### config.mk
export PLATFORM = sky130hd
export DESIGN_NAME = rirc_host_flat
export DESIGN_NICKNAME = d
export VERILOG_FILES = /design/src/design/rirc_pkg.sv /design/src/design/rirc_bus_if.sv /design/src/design/rirc_host.sv /design/src/flat_wrapper.sv
export SDC_FILE = /design/constraint.sdc
export NUM_CORES = 2
export LEC_CHECK = 0
export BUFFER_PORTS_ARGS = -buffer_cell sky130_fd_sc_hd__buf_2
export CAP_MARGIN = 20
export CORE_ASPECT_RATIO = 0.75
export CORE_MARGIN = 2
export CORE_UTILIZATION = 35
export DETAILED_ROUTE_END_ITERATION = 7
export GPL_ROUTABILITY_DRIVEN = 1
export PLACE_DENSITY_LB_ADDON = 0.15
export SLEW_MARGIN = 0
export SYNTH_ARGS = -nofsm -noshare
export SYNTH_HDL_FRONTEND = slang
export SYNTH_SLANG_ARGS = --single-unit
### constraint.sdc
create_clock -name clk -period 129.4 [get_ports clk]
set_input_delay 12.94 -clock clk [delete_from_list [all_inputs] [get_ports clk]]
set_output_delay 12.94 -clock clk [all_outputs]
set_load 0.005 [all_outputs]
### src/design/rirc_pkg.sv
// constants shared by the strength readout device and its calibration host
// assumes one 50 MHz clock feeding both ends
`default_nettype none
package rirc_pkg;
  localparam int CLK_HZ        = 50_000_000;
  localparam int SETTLE_US     = 3000;
  localparam int READ_GAP_US   = 500;
  localparam int SETTLE_CYC    = (SETTLE_US * (CLK_HZ / 1_000_000));
  localparam int READ_GAP_CYC  = (READ_GAP_US * (CLK_HZ / 1_000_000));
  localparam int AMP_W         = 16;
  localparam int ADDR_W        = 4;
  localparam int DATA_W        = 8;
  localparam int HADDR_W       = 5;
  localparam int HDATA_W       = 16;
  // device register map
  localparam logic [3:0] DEV_STRENGTH = 4'h0;
  localparam logic [3:0] DEV_CONFIG   = 4'h1;
  localparam logic [3:0] DEV_PHASE    = 4'h2;
  localparam logic [3:0] DEV_GAIN     = 4'h3;
  localparam int CFG_AVG_LSB   = 0;
  localparam int CFG_GAIN_LSB  = 2;
  localparam logic [1:0] AVG_RST   = 2'h0;
  localparam logic [1:0] AVG_CAL   = 2'h3;
  localparam logic [4:0] GAIN_RST  = 5'h00;
  localparam logic [6:0] STRENGTH_MAX = 7'h6A;
  // host register map
  localparam logic [4:0] H_CTRL    = 5'h00;
  localparam logic [4:0] H_STATUS  = 5'h04;
  localparam logic [4:0] H_RESULT  = 5'h08;
  localparam logic [4:0] H_POWER   = 5'h0C;
  localparam logic [4:0] H_OFFSET  = 5'h10;
  localparam int CTRL_START    = 0;
  localparam int CTRL_GROW     = 1;
  localparam int CTRL_NLOG_LSB = 4;
  localparam int CTRL_GAIN_LSB = 8;
  localparam logic [2:0] NLOG_RST  = 3'h3;
  localparam logic [2:0] NLOG_MAX  = 3'h6;
  localparam logic [7:0] STEP_START = 8'h40;
  localparam int TRIM_MAX      = 127;
  localparam int TRIM_MIN      = -128;
endpackage : rirc_pkg
`default_nettype wire

### src/design/rirc_bus_if.sv
// register link between the calibration host and the readout device
// one clock; host is master, device answers reads one cycle later
`default_nettype none
interface rirc_bus_if;
  logic [3:0] addr;
  logic [7:0] wdata;
  logic       wr;
  logic       rd;
  logic [7:0] rdata;
  modport dev  (input addr, input wdata, input wr, input rd, output rdata);
  modport host (output addr, output wdata, output wr, output rd, input rdata);
endinterface : rirc_bus_if
`default_nettype wire

### src/design/rirc_host.sv
// calibration host: sweeps phase and gain trims, minimises strength
// assumes the device answers reads one cycle after the strobe
// Function
// (RQ1) strength is 7 bits, zero to 106
// (RQ2) strength is four times log2 amplitude
// (RQ3) one strength step is 1.5 dB
// (RQ4) averaging field sets samples and refresh rate
// (RQ5) field 11 averages sixteen samples
// (RQ6) power is 1.5*reading minus 3*gain minus offset
// (RQ7) gain field steps roughly 3 dB
// (RQ8) trim registers correct I/Q phase and gain
// (RQ9) start at zero estimates, step 64, halve later
// (RQ10) five trim points from +2 to -2 steps
// (RQ11) settle 3 ms, average 8 reads 0.5 ms apart
// (RQ12) use averaging 11 during calibration
// (RQ13) curvature, rounded clamped correction, add to estimate
// (RQ14) repeat while step above one, write finals
// (RQ15) reads per measurement may grow each pass
// (RQ16) strength stays stable between refreshes
`default_nettype none
module rirc_host #(
  parameter int SETTLE_CYCLES = rirc_pkg::SETTLE_CYC,
  parameter int GAP_CYCLES    = rirc_pkg::READ_GAP_CYC
) (
  input  wire logic                          clk,
  input  wire logic                          rst,
  input  wire logic                          ce,
  rirc_bus_if.host                           bus,
  input  wire logic [rirc_pkg::HADDR_W-1:0]  reg_addr,
  input  wire logic [rirc_pkg::HDATA_W-1:0]  reg_wdata,
  input  wire logic                          reg_wr,
  input  wire logic                          reg_rd,
  output logic [rirc_pkg::HDATA_W-1:0]       reg_rdata
);
  import rirc_pkg::*;

  typedef enum {S_IDLE, S_CFG, S_OTHER, S_POINT, S_SETTLE, S_RD, S_RDW,
                S_RDCAP, S_GAP, S_CALC, S_FIN_P, S_FIN_G} rirc_hst_e;

  rirc_hst_e          st_q;
  logic               sweep_q;
  logic [2:0]         idx_q;
  logic [7:0]         step_q;
  logic signed [7:0]  xp_q;
  logic signed [7:0]  xg_q;
  logic [6:0]         y_q [5];
  logic [12:0]        acc_q;
  logic [6:0]         rcnt_q;
  logic [31:0]        tmr_q;
  logic [6:0]         meas_q;
  logic [3:0]         pass_q;
  logic               busy_q;
  logic               done_q;
  logic [2:0]         nlog_q;
  logic               grow_q;
  logic [4:0]         maxg_q;
  logic [7:0]         offs_q;
  logic [3:0]         baddr_q;
  logic [7:0]         bdata_q;
  logic               bwr_q;
  logic               brd_q;
  logic [15:0]        rdata_q;
  logic               start;
  logic [12:0]        sum_d;
  logic [6:0]         avg_d;
  logic signed [15:0] power_d;

  // estimate plus offset, capped to the trim range
  function automatic logic signed [7:0] sat8(input int v);
    if (v > TRIM_MAX) v = TRIM_MAX;
    if (v < TRIM_MIN) v = TRIM_MIN;
    return 8'(v);
  endfunction : sat8

  // rounded, clamped correction from five measurements
  function automatic int corr(input logic [6:0] y [5], input int dx);
    int a;
    int n;
    int d;
    int q;
    a = 2 * (int'(y[0]) - int'(y[2]) + int'(y[4])) - (int'(y[1]) + int'(y[3]));
    n = 7 * dx * (2 * (int'(y[0]) - int'(y[4])) + int'(y[1]) - int'(y[3]));
    if (a > 0)
    begin
      d = 10 * a;
      q = ((n < 0 ? -n : n) * 2 + d) / (2 * d);
      if (n < 0) q = -q;
    end
    else if (int'(y[0]) + int'(y[1]) > int'(y[3]) + int'(y[4]))
      q = dx;
    else
      q = -dx;
    if (q > dx) q = dx;
    if (q < -dx) q = -dx;
    return q;
  endfunction : corr

  assign start   = reg_wr && (reg_addr == H_CTRL) && reg_wdata[CTRL_START] && !busy_q;
  assign sum_d   = acc_q + 13'(bus.rdata[6:0]);
  assign avg_d   = 7'(sum_d >> nlog_q);
  // half-dB units: 3*reading - 6*gain - offset
  assign power_d = 16'(3 * int'(meas_q) - 6 * int'(maxg_q) - int'(offs_q)); // RQ6

  // calibration sequencer
  always_ff @(posedge clk)
  begin
    if (rst)
    begin
      st_q    <= S_IDLE;
      sweep_q <= 1'b0;
      idx_q   <= 3'h0;
      step_q  <= STEP_START;
      xp_q    <= 8'sh00;
      xg_q    <= 8'sh00;
      y_q     <= '{default: 7'h00};
      acc_q   <= '0;
      rcnt_q  <= '0;
      tmr_q   <= '0;
      meas_q  <= '0;
      pass_q  <= '0;
      busy_q  <= 1'b0;
      done_q  <= 1'b0;
      baddr_q <= 4'h0;
      bdata_q <= 8'h00;
      bwr_q   <= 1'b0;
      brd_q   <= 1'b0;
    end
    else if (ce)
    begin
      bwr_q <= 1'b0;
      brd_q <= 1'b0;
      unique case (st_q)
        S_IDLE:
          if (start)
          begin
            busy_q <= 1'b1;
            done_q <= 1'b0;
            st_q   <= S_CFG;
          end
        S_CFG:
        begin
          bwr_q   <= 1'b1;
          baddr_q <= DEV_CONFIG;
          bdata_q <= {1'b0, maxg_q, AVG_CAL}; // RQ12
          xp_q    <= 8'sh00; // RQ9
          xg_q    <= 8'sh00;
          step_q  <= STEP_START;
          sweep_q <= 1'b0;
          pass_q  <= '0;
          st_q    <= S_OTHER;
        end
        S_OTHER:
        begin
          bwr_q   <= 1'b1; // RQ10
          baddr_q <= sweep_q ? DEV_PHASE : DEV_GAIN;
          bdata_q <= sweep_q ? xp_q : xg_q;
          idx_q   <= 3'h4;
          st_q    <= S_POINT;
        end
        S_POINT:
        begin
          bwr_q   <= 1'b1;
          baddr_q <= sweep_q ? DEV_GAIN : DEV_PHASE;
          bdata_q <= sat8(int'(sweep_q ? xg_q : xp_q)
                     + (int'(idx_q) - 2) * int'(step_q)); // RQ10
          tmr_q   <= 32'(SETTLE_CYCLES - 1); // RQ11
          acc_q   <= '0;
          rcnt_q  <= '0;
          st_q    <= S_SETTLE;
        end
        S_SETTLE, S_GAP:
          if (tmr_q == '0)
            st_q <= S_RD;
          else
            tmr_q <= tmr_q - 32'h1;
        S_RD:
        begin
          brd_q   <= 1'b1;
          baddr_q <= DEV_STRENGTH;
          st_q    <= S_RDW;
        end
        S_RDW: st_q <= S_RDCAP;
        S_RDCAP:
        begin
          acc_q <= sum_d;
          if (rcnt_q == 7'((1 << nlog_q) - 1)) // RQ11 RQ15
          begin
            y_q[idx_q] <= avg_d;
            meas_q     <= avg_d;
            if (idx_q == 3'h0)
              st_q <= S_CALC;
            else
            begin
              idx_q <= idx_q - 3'h1;
              st_q  <= S_POINT;
            end
          end
          else
          begin
            rcnt_q <= rcnt_q + 7'h1;
            tmr_q  <= 32'(GAP_CYCLES - 4); // RQ11
            st_q   <= S_GAP;
          end
        end
        S_CALC:
        begin
          if (sweep_q)
            xg_q <= sat8(int'(xg_q) + corr(y_q, int'(step_q))); // RQ13
          else
            xp_q <= sat8(int'(xp_q) + corr(y_q, int'(step_q))); // RQ13
          if (!sweep_q)
          begin
            sweep_q <= 1'b1;
            st_q    <= S_OTHER;
          end
          else if (step_q > 8'h01) // RQ14
          begin
            step_q  <= step_q >> 1; // RQ9
            sweep_q <= 1'b0;
            pass_q  <= pass_q + 4'h1;
            st_q    <= S_OTHER;
          end
          else
            st_q <= S_FIN_P;
        end
        S_FIN_P:
        begin
          bwr_q   <= 1'b1; // RQ14
          baddr_q <= DEV_PHASE;
          bdata_q <= xp_q;
          st_q    <= S_FIN_G;
        end
        S_FIN_G:
        begin
          bwr_q   <= 1'b1;
          baddr_q <= DEV_GAIN;
          bdata_q <= xg_q;
          busy_q  <= 1'b0;
          done_q  <= 1'b1;
          st_q    <= S_IDLE;
        end
      endcase
    end
  end

  // reads per measurement, optionally doubled each pass
  always_ff @(posedge clk)
  begin
    if (rst)
      nlog_q <= NLOG_RST;
    else if (ce)
    begin
      if (start)
        nlog_q <= reg_wdata[CTRL_NLOG_LSB +: 3];
      else if (st_q == S_CALC && sweep_q && step_q > 8'h01 && grow_q
               && nlog_q < NLOG_MAX)
        nlog_q <= nlog_q + 3'h1; // RQ15
    end
  end

  // host configuration registers
  always_ff @(posedge clk)
  begin
    if (rst)
    begin
      grow_q <= 1'b0;
      maxg_q <= GAIN_RST;
      offs_q <= 8'h00;
    end
    else if (ce && reg_wr)
    begin
      if (reg_addr == H_CTRL && !busy_q)
      begin
        grow_q <= reg_wdata[CTRL_GROW];
        maxg_q <= reg_wdata[CTRL_GAIN_LSB +: 5];
      end
      if (reg_addr == H_OFFSET)
        offs_q <= reg_wdata[7:0];
    end
  end

  // user read port, data one cycle after the strobe
  always_ff @(posedge clk)
  begin
    if (rst)
      rdata_q <= 16'h0000;
    else if (ce && reg_rd)
    begin
      unique case (reg_addr)
        H_CTRL:   rdata_q <= {3'h0, maxg_q, 1'b0, nlog_q, 2'h0, grow_q, 1'b0};
        H_STATUS: rdata_q <= {step_q, pass_q, 2'h0, done_q, busy_q};
        H_RESULT: rdata_q <= {xg_q, xp_q};
        H_POWER:  rdata_q <= power_d;
        H_OFFSET: rdata_q <= {8'h00, offs_q};
        default:  rdata_q <= 16'h0000;
      endcase
    end
  end

  assign bus.addr  = baddr_q;
  assign bus.wdata = bdata_q;
  assign bus.wr    = bwr_q;
  assign bus.rd    = brd_q;
  assign reg_rdata = rdata_q;
endmodule : rirc_host
`default_nettype wire

### src/flat_wrapper.sv
// flat-port wrapper written by rule: the top's interface ports become plain ports
module rirc_host_flat import rirc_pkg::*;
#(
  parameter int SETTLE_CYCLES = rirc_pkg::SETTLE_CYC,
  parameter int GAP_CYCLES    = rirc_pkg::READ_GAP_CYC
)
  (clk, rst, ce, reg_addr, reg_wdata, reg_wr, reg_rd, reg_rdata, bus_addr, bus_wdata, bus_wr, bus_rd, bus_rdata);
  rirc_bus_if bus_i ();
  input  wire logic clk;
  input  wire logic rst;
  input  wire logic ce;
  input  wire logic [rirc_pkg::HADDR_W-1:0] reg_addr;
  input  wire logic [rirc_pkg::HDATA_W-1:0] reg_wdata;
  input  wire logic reg_wr;
  input  wire logic reg_rd;
  output logic [rirc_pkg::HDATA_W-1:0] reg_rdata;
  output wire logic [$bits(bus_i.addr)-1:0] bus_addr;
  output wire logic [$bits(bus_i.wdata)-1:0] bus_wdata;
  output wire logic [$bits(bus_i.wr)-1:0] bus_wr;
  output wire logic [$bits(bus_i.rd)-1:0] bus_rd;
  input wire logic [$bits(bus_i.rdata)-1:0] bus_rdata;
  assign bus_addr = bus_i.addr;
  assign bus_wdata = bus_i.wdata;
  assign bus_wr = bus_i.wr;
  assign bus_rd = bus_i.rd;
  assign bus_i.rdata = bus_rdata;
  rirc_host #(.SETTLE_CYCLES(SETTLE_CYCLES), .GAP_CYCLES(GAP_CYCLES)) u_core (.clk(clk), .rst(rst), .ce(ce), .bus(bus_i), .reg_addr(reg_addr), .reg_wdata(reg_wdata), .reg_wr(reg_wr), .reg_rd(reg_rd), .reg_rdata(reg_rdata));
endmodule
==> impl_metrics.prom <==
# TYPE chip_impl_metric gauge
chip_impl_info{name="tritoncts",value="yes"} 1
chip_impl_metric{name="cts.path.max_buffers",unit=""} 2
chip_impl_metric{name="worst-path-max-fanout",unit=""} 33
chip_impl_metric{name="r2r_setup_slack",unit="ps"} 12810
chip_impl_metric{name="tightest_slew",unit="ps"} 1170
chip_impl_metric{name="required",unit="ps"} 129820
chip_impl_info{name="synth.area.top_cells",value="sky130_fd_sc_hd__ha_1, sky130_fd_sc_hd__fa_1, sky130_fd_sc_hd__xnor2_1"} 1
chip_impl_metric{name="async_reset_ff_share",unit="%"} 0
chip_impl_info{name="hold_path_class",value="reg -> reg"} 1
chip_impl_metric{name="postSynthCellCount",unit=""} 7956
chip_impl_info{name="synthDominantAreaCellType",value="sky130_fd_sc_hd__ha_1"} 1
chip_impl_info{name="reg2reg_from",value="u_core.y_q[1]"} 1
chip_impl_info{name="path_delay_family",value="compound AO/OA/AOI/OAI gates"} 1
chip_impl_metric{name="global_route.usage.total",unit="%"} 23.4
chip_impl_metric{name="setup_viol",unit=""} 0
chip_impl_metric{name="die_w",unit="um"} 472
chip_impl_metric{name="drt_pass1_iterations",unit=""} 6
chip_impl_metric{name="area_growth_syn_to_layout",unit="%"} 6.37
chip_impl_info{name="critPathCaptureType",value="flop"} 1
chip_impl_info{name="maxUsedRoutingLayer",value="met4"} 1
chip_impl_metric{name="die_area",unit="mm^2"} 0.168
chip_impl_metric{name="cts_made_buffers",unit=""} 17
chip_impl_metric{name="ys_types",unit=""} 118
chip_impl_metric{name="clock_insertion_delay_worst_skew",unit="ps"} 490
chip_impl_metric{name="grt_antenna_before_repair",unit=""} 0
chip_impl_metric{name="floorplan.core_area",unit="mm^2"} 0.163
chip_impl_metric{name="fill_count",unit=""} 17200
chip_impl_metric{name="initial_utilization",unit="%"} 35.3
chip_impl_metric{name="finalHoldWorstSlack",unit="ps"} 458
chip_impl_metric{name="detail_route.wirelength",unit="um"} 202000
chip_impl_metric{name="ys_warns",unit=""} 0
chip_impl_metric{name="met2_length",unit="um"} 82300
chip_impl_metric{name="route.met3.wl",unit="um"} 11200
chip_impl_metric{name="clk_pin_slew_worst_paths",unit="ps"} 80
chip_impl_metric{name="drt.antenna.violating_nets",unit=""} 0
chip_impl_metric{name="htreeDepth",unit=""} 4
chip_impl_metric{name="layout.nets",unit=""} 9015
chip_impl_metric{name="critPathMaxStageDelay",unit="ps"} 1020
chip_impl_info{name="startpoint_type",value="flop"} 1
chip_impl_metric{name="arrival",unit="ps"} 117010
chip_impl_metric{name="maxSlewHeadroom",unit="%"} 20.2
chip_impl_metric{name="grt_pass1_vias",unit=""} 53500
chip_impl_info{name="dominantRegCellSynth",value="sky130_fd_sc_hd__dfxtp_1"} 1
chip_impl_metric{name="final_min_period_over_clock_period",unit="%"} 90.1
chip_impl_info{name="hold_start",value="u_core.y_q[15]"} 1
chip_impl_metric{name="drt_iter0_markers",unit=""} 4974
chip_impl_metric{name="synth_edf_count",unit=""} 0
chip_impl_metric{name="dr_total_vias",unit=""} 57200
chip_impl_metric{name="number_of_storage_elements_in_the_synthesis_netlist",unit=""} 176
chip_impl_info{name="library_cell_used_as_clock_root_buffer",value="sky130_fd_sc_hd__clkbuf_16"} 1
chip_impl_metric{name="global_route_wire_length_before_repair",unit="um"} 314000
chip_impl_metric{name="synth.top_cell.area_share",unit="%"} 19.4
chip_impl_metric{name="synth-seq-area-share",unit="%"} 6.12
chip_impl_metric{name="final.setup_skew",unit="ps"} 24.0
chip_impl_metric{name="wirelength_met1",unit="um"} 105000
chip_impl_metric{name="dp_hpwl",unit="um"} 164000
chip_impl_metric{name="number_of_maximum_capacitance_constraint_violations",unit=""} 0
chip_impl_metric{name="gp_congestion",unit=""} 0.921
chip_impl_metric{name="num_io_pins",unit=""} 64
chip_impl_info{name="critPathSlowestCell",value="sky130_fd_sc_hd__a2111oi_0"} 1
chip_impl_metric{name="synth.cell_area",unit="mm^2"} 0.0575
chip_impl_metric{name="slew_viol_final",unit=""} 0
chip_impl_info{name="worstSetupPathType",value="reg -> reg"} 1
chip_impl_metric{name="fp.dieH",unit="um"} 355
chip_impl_metric{name="cts-resized-gates",unit=""} 0
chip_impl_metric{name="post_route_cells_drive_above_1_share",unit="%"} 5.99
chip_impl_metric{name="hold_viol",unit=""} 0
chip_impl_metric{name="cp_num_buf_inv",unit=""} 37
chip_impl_metric{name="postCtsSetupRepairBufs",unit=""} 0
chip_impl_metric{name="fin_setup_tns",unit="ps"} 0
chip_impl_info{name="worstSetupStartpoint",value="u_core.y_q[1]"} 1
chip_impl_info{name="cp_common_cell",value="sky130_fd_sc_hd__o21a_1"} 1
chip_impl_metric{name="placement_row_count",unit=""} 128
chip_impl_metric{name="finish.utilization",unit="%"} 37.6
chip_impl_metric{name="cts_hold_repair.buffers",unit=""} 0
chip_impl_metric{name="timing.final.crit_period",unit="ps"} 116590
chip_impl_metric{name="numClockSinks",unit=""} 176
chip_impl_metric{name="buffer_ports.inserted",unit=""} 57
chip_impl_metric{name="post_drt_wl_per_cell",unit="um"} 20.1
chip_impl_metric{name="via_per_inst",unit=""} 5.70
chip_impl_metric{name="grt_overflow",unit=""} 0
chip_impl_metric{name="syn_area_per_cell",unit="um^2"} 7.23
chip_impl_info{name="synth.top_cells.by_count",value="sky130_fd_sc_hd__nor2_1, sky130_fd_sc_hd__ha_1, sky130_fd_sc_hd__nand2_1"} 1
chip_impl_metric{name="grt_max_degree",unit=""} 76
chip_impl_info{name="status",value="complete, no violations"} 1
chip_impl_info{name="rsz0062_at_grt",value="no"} 1
chip_impl_metric{name="drc_errors_left",unit=""} 0
chip_impl_metric{name="fmax",unit="MHz"} 8.58
chip_impl_info{name="synth.most_common_cell",value="sky130_fd_sc_hd__nor2_1"} 1
-- area by class of cell --
type                    count  area (um^2)  area share (%)
inverters                 542         2030            3.32
well taps                2145         2680            4.39
diodes                      1         2.50         0.00409
clock buffers              17          425           0.695
clock inverters            15          189           0.309
multi-input cells        6977        51200            83.7
repair buffers            168         1140            1.86
flip-flops and latches    176         3520            5.76
-- registers in the layout (all words and copies together) (netlist names), 2 cells and up --
name,cells
u_core.tmr_q,32
u_core.rcnt_q,7
u_core.y_q,35
u_core.xp_q,8
u_core.bus.wdata,8
u_core.meas_q,7
u_core.idx_q,3
u_core.maxg_q,5
u_core.bus.addr,2
u_core.offs_q,8
u_core.acc_q,13
u_core.pass_q,4
u_core.step_q,7
u_core.reg_rdata,16
u_core.nlog_q,3
u_core.st_q,4
u_core.xg_q,8
-- cells by family after synthesis --
kind of cell / after synthesis / synth area share (%)
flops: 176 / 6.12
compound gates: 2125 / 24.1
mux: 219 / 4.10
buf+inv: 804 / 5.34
xor+xnor: 628 / 9.67
other cells: 1 / 0.00652
simple gates: 2904 / 24.1
fa+ha+maj: 1099 / 26.6
-- per-layer routing --
| layer | vias to the layer above | GRT usage [%] |
|---|---|---|
| li1 | 28400 | - |
| met1 | 27200 | 36.4 |
| met2 | 1436 | 34.6 |
| met3 | 136 | 2.23 |
| met4 | 0 | 4.38 |
| met5 | - | 0 |
-- worst min-delay path, cell delays in order, from the launching register on --
cell                      delay [ps]
sky130_fd_sc_hd__dfxtp_1         310
sky130_fd_sc_hd__nand2_1          50
sky130_fd_sc_hd__a21oi_1          50
-- path summary, 6_finish.rpt --
kind                                  endpoint  cells past startpoint
worst min-delay path            u_core.y_q[15]                      2
worst max register to register  u_core.xg_q[4]                    448
worst min register to register  u_core.y_q[15]                      2
worst max-delay path            u_core.xg_q[4]                    448
-- placed cells by master, fill, tap and decap left out, types with 65 or more instances in the layout --
cell type	netlist	layout
sky130_fd_sc_hd__and2_1	87	87
sky130_fd_sc_hd__inv_1	537	537
sky130_fd_sc_hd__o21ai_0	334	334
sky130_fd_sc_hd__or3_1	103	103
sky130_fd_sc_hd__xor2_1	210	206
sky130_fd_sc_hd__nand2_1	709	709
sky130_fd_sc_hd__a31oi_1	102	102
sky130_fd_sc_hd__nor2_1	913	910
sky130_fd_sc_hd__mux2i_1	99	98
sky130_fd_sc_hd__nand2b_1	96	96
sky130_fd_sc_hd__nand4_1	85	85
sky130_fd_sc_hd__o21a_1	209	209
sky130_fd_sc_hd__xnor2_1	412	398
sky130_fd_sc_hd__dfxtp_1	176	176
sky130_fd_sc_hd__nand3_1	178	178
sky130_fd_sc_hd__a21o_1	211	211
sky130_fd_sc_hd__ha_1	892	891
sky130_fd_sc_hd__o31ai_1	65	65
sky130_fd_sc_hd__buf_4	5	110
sky130_fd_sc_hd__nor2b_1	129	129
sky130_fd_sc_hd__and3_1	74	74
sky130_fd_sc_hd__a21oi_1	639	637
sky130_fd_sc_hd__nor3_1	298	295
sky130_fd_sc_hd__fa_1	207	207
sky130_fd_sc_hd__mux2_2	117	117
-- per-stage QoR --
stage	cell area (um^2)	cells	setup slack, ps
after floorplan	57500	7957	33410
after global placement	60500	10000	14900
after detailed placement	60500	10000	14220
after CTS	61100	10000	13630
after global routing	61200	10000	4280
final	61200	10000	12810
Power is left out: the tool's default activity adds up to more than one toggle a clock period on the data nets, which glitch-free logic cannot reach.
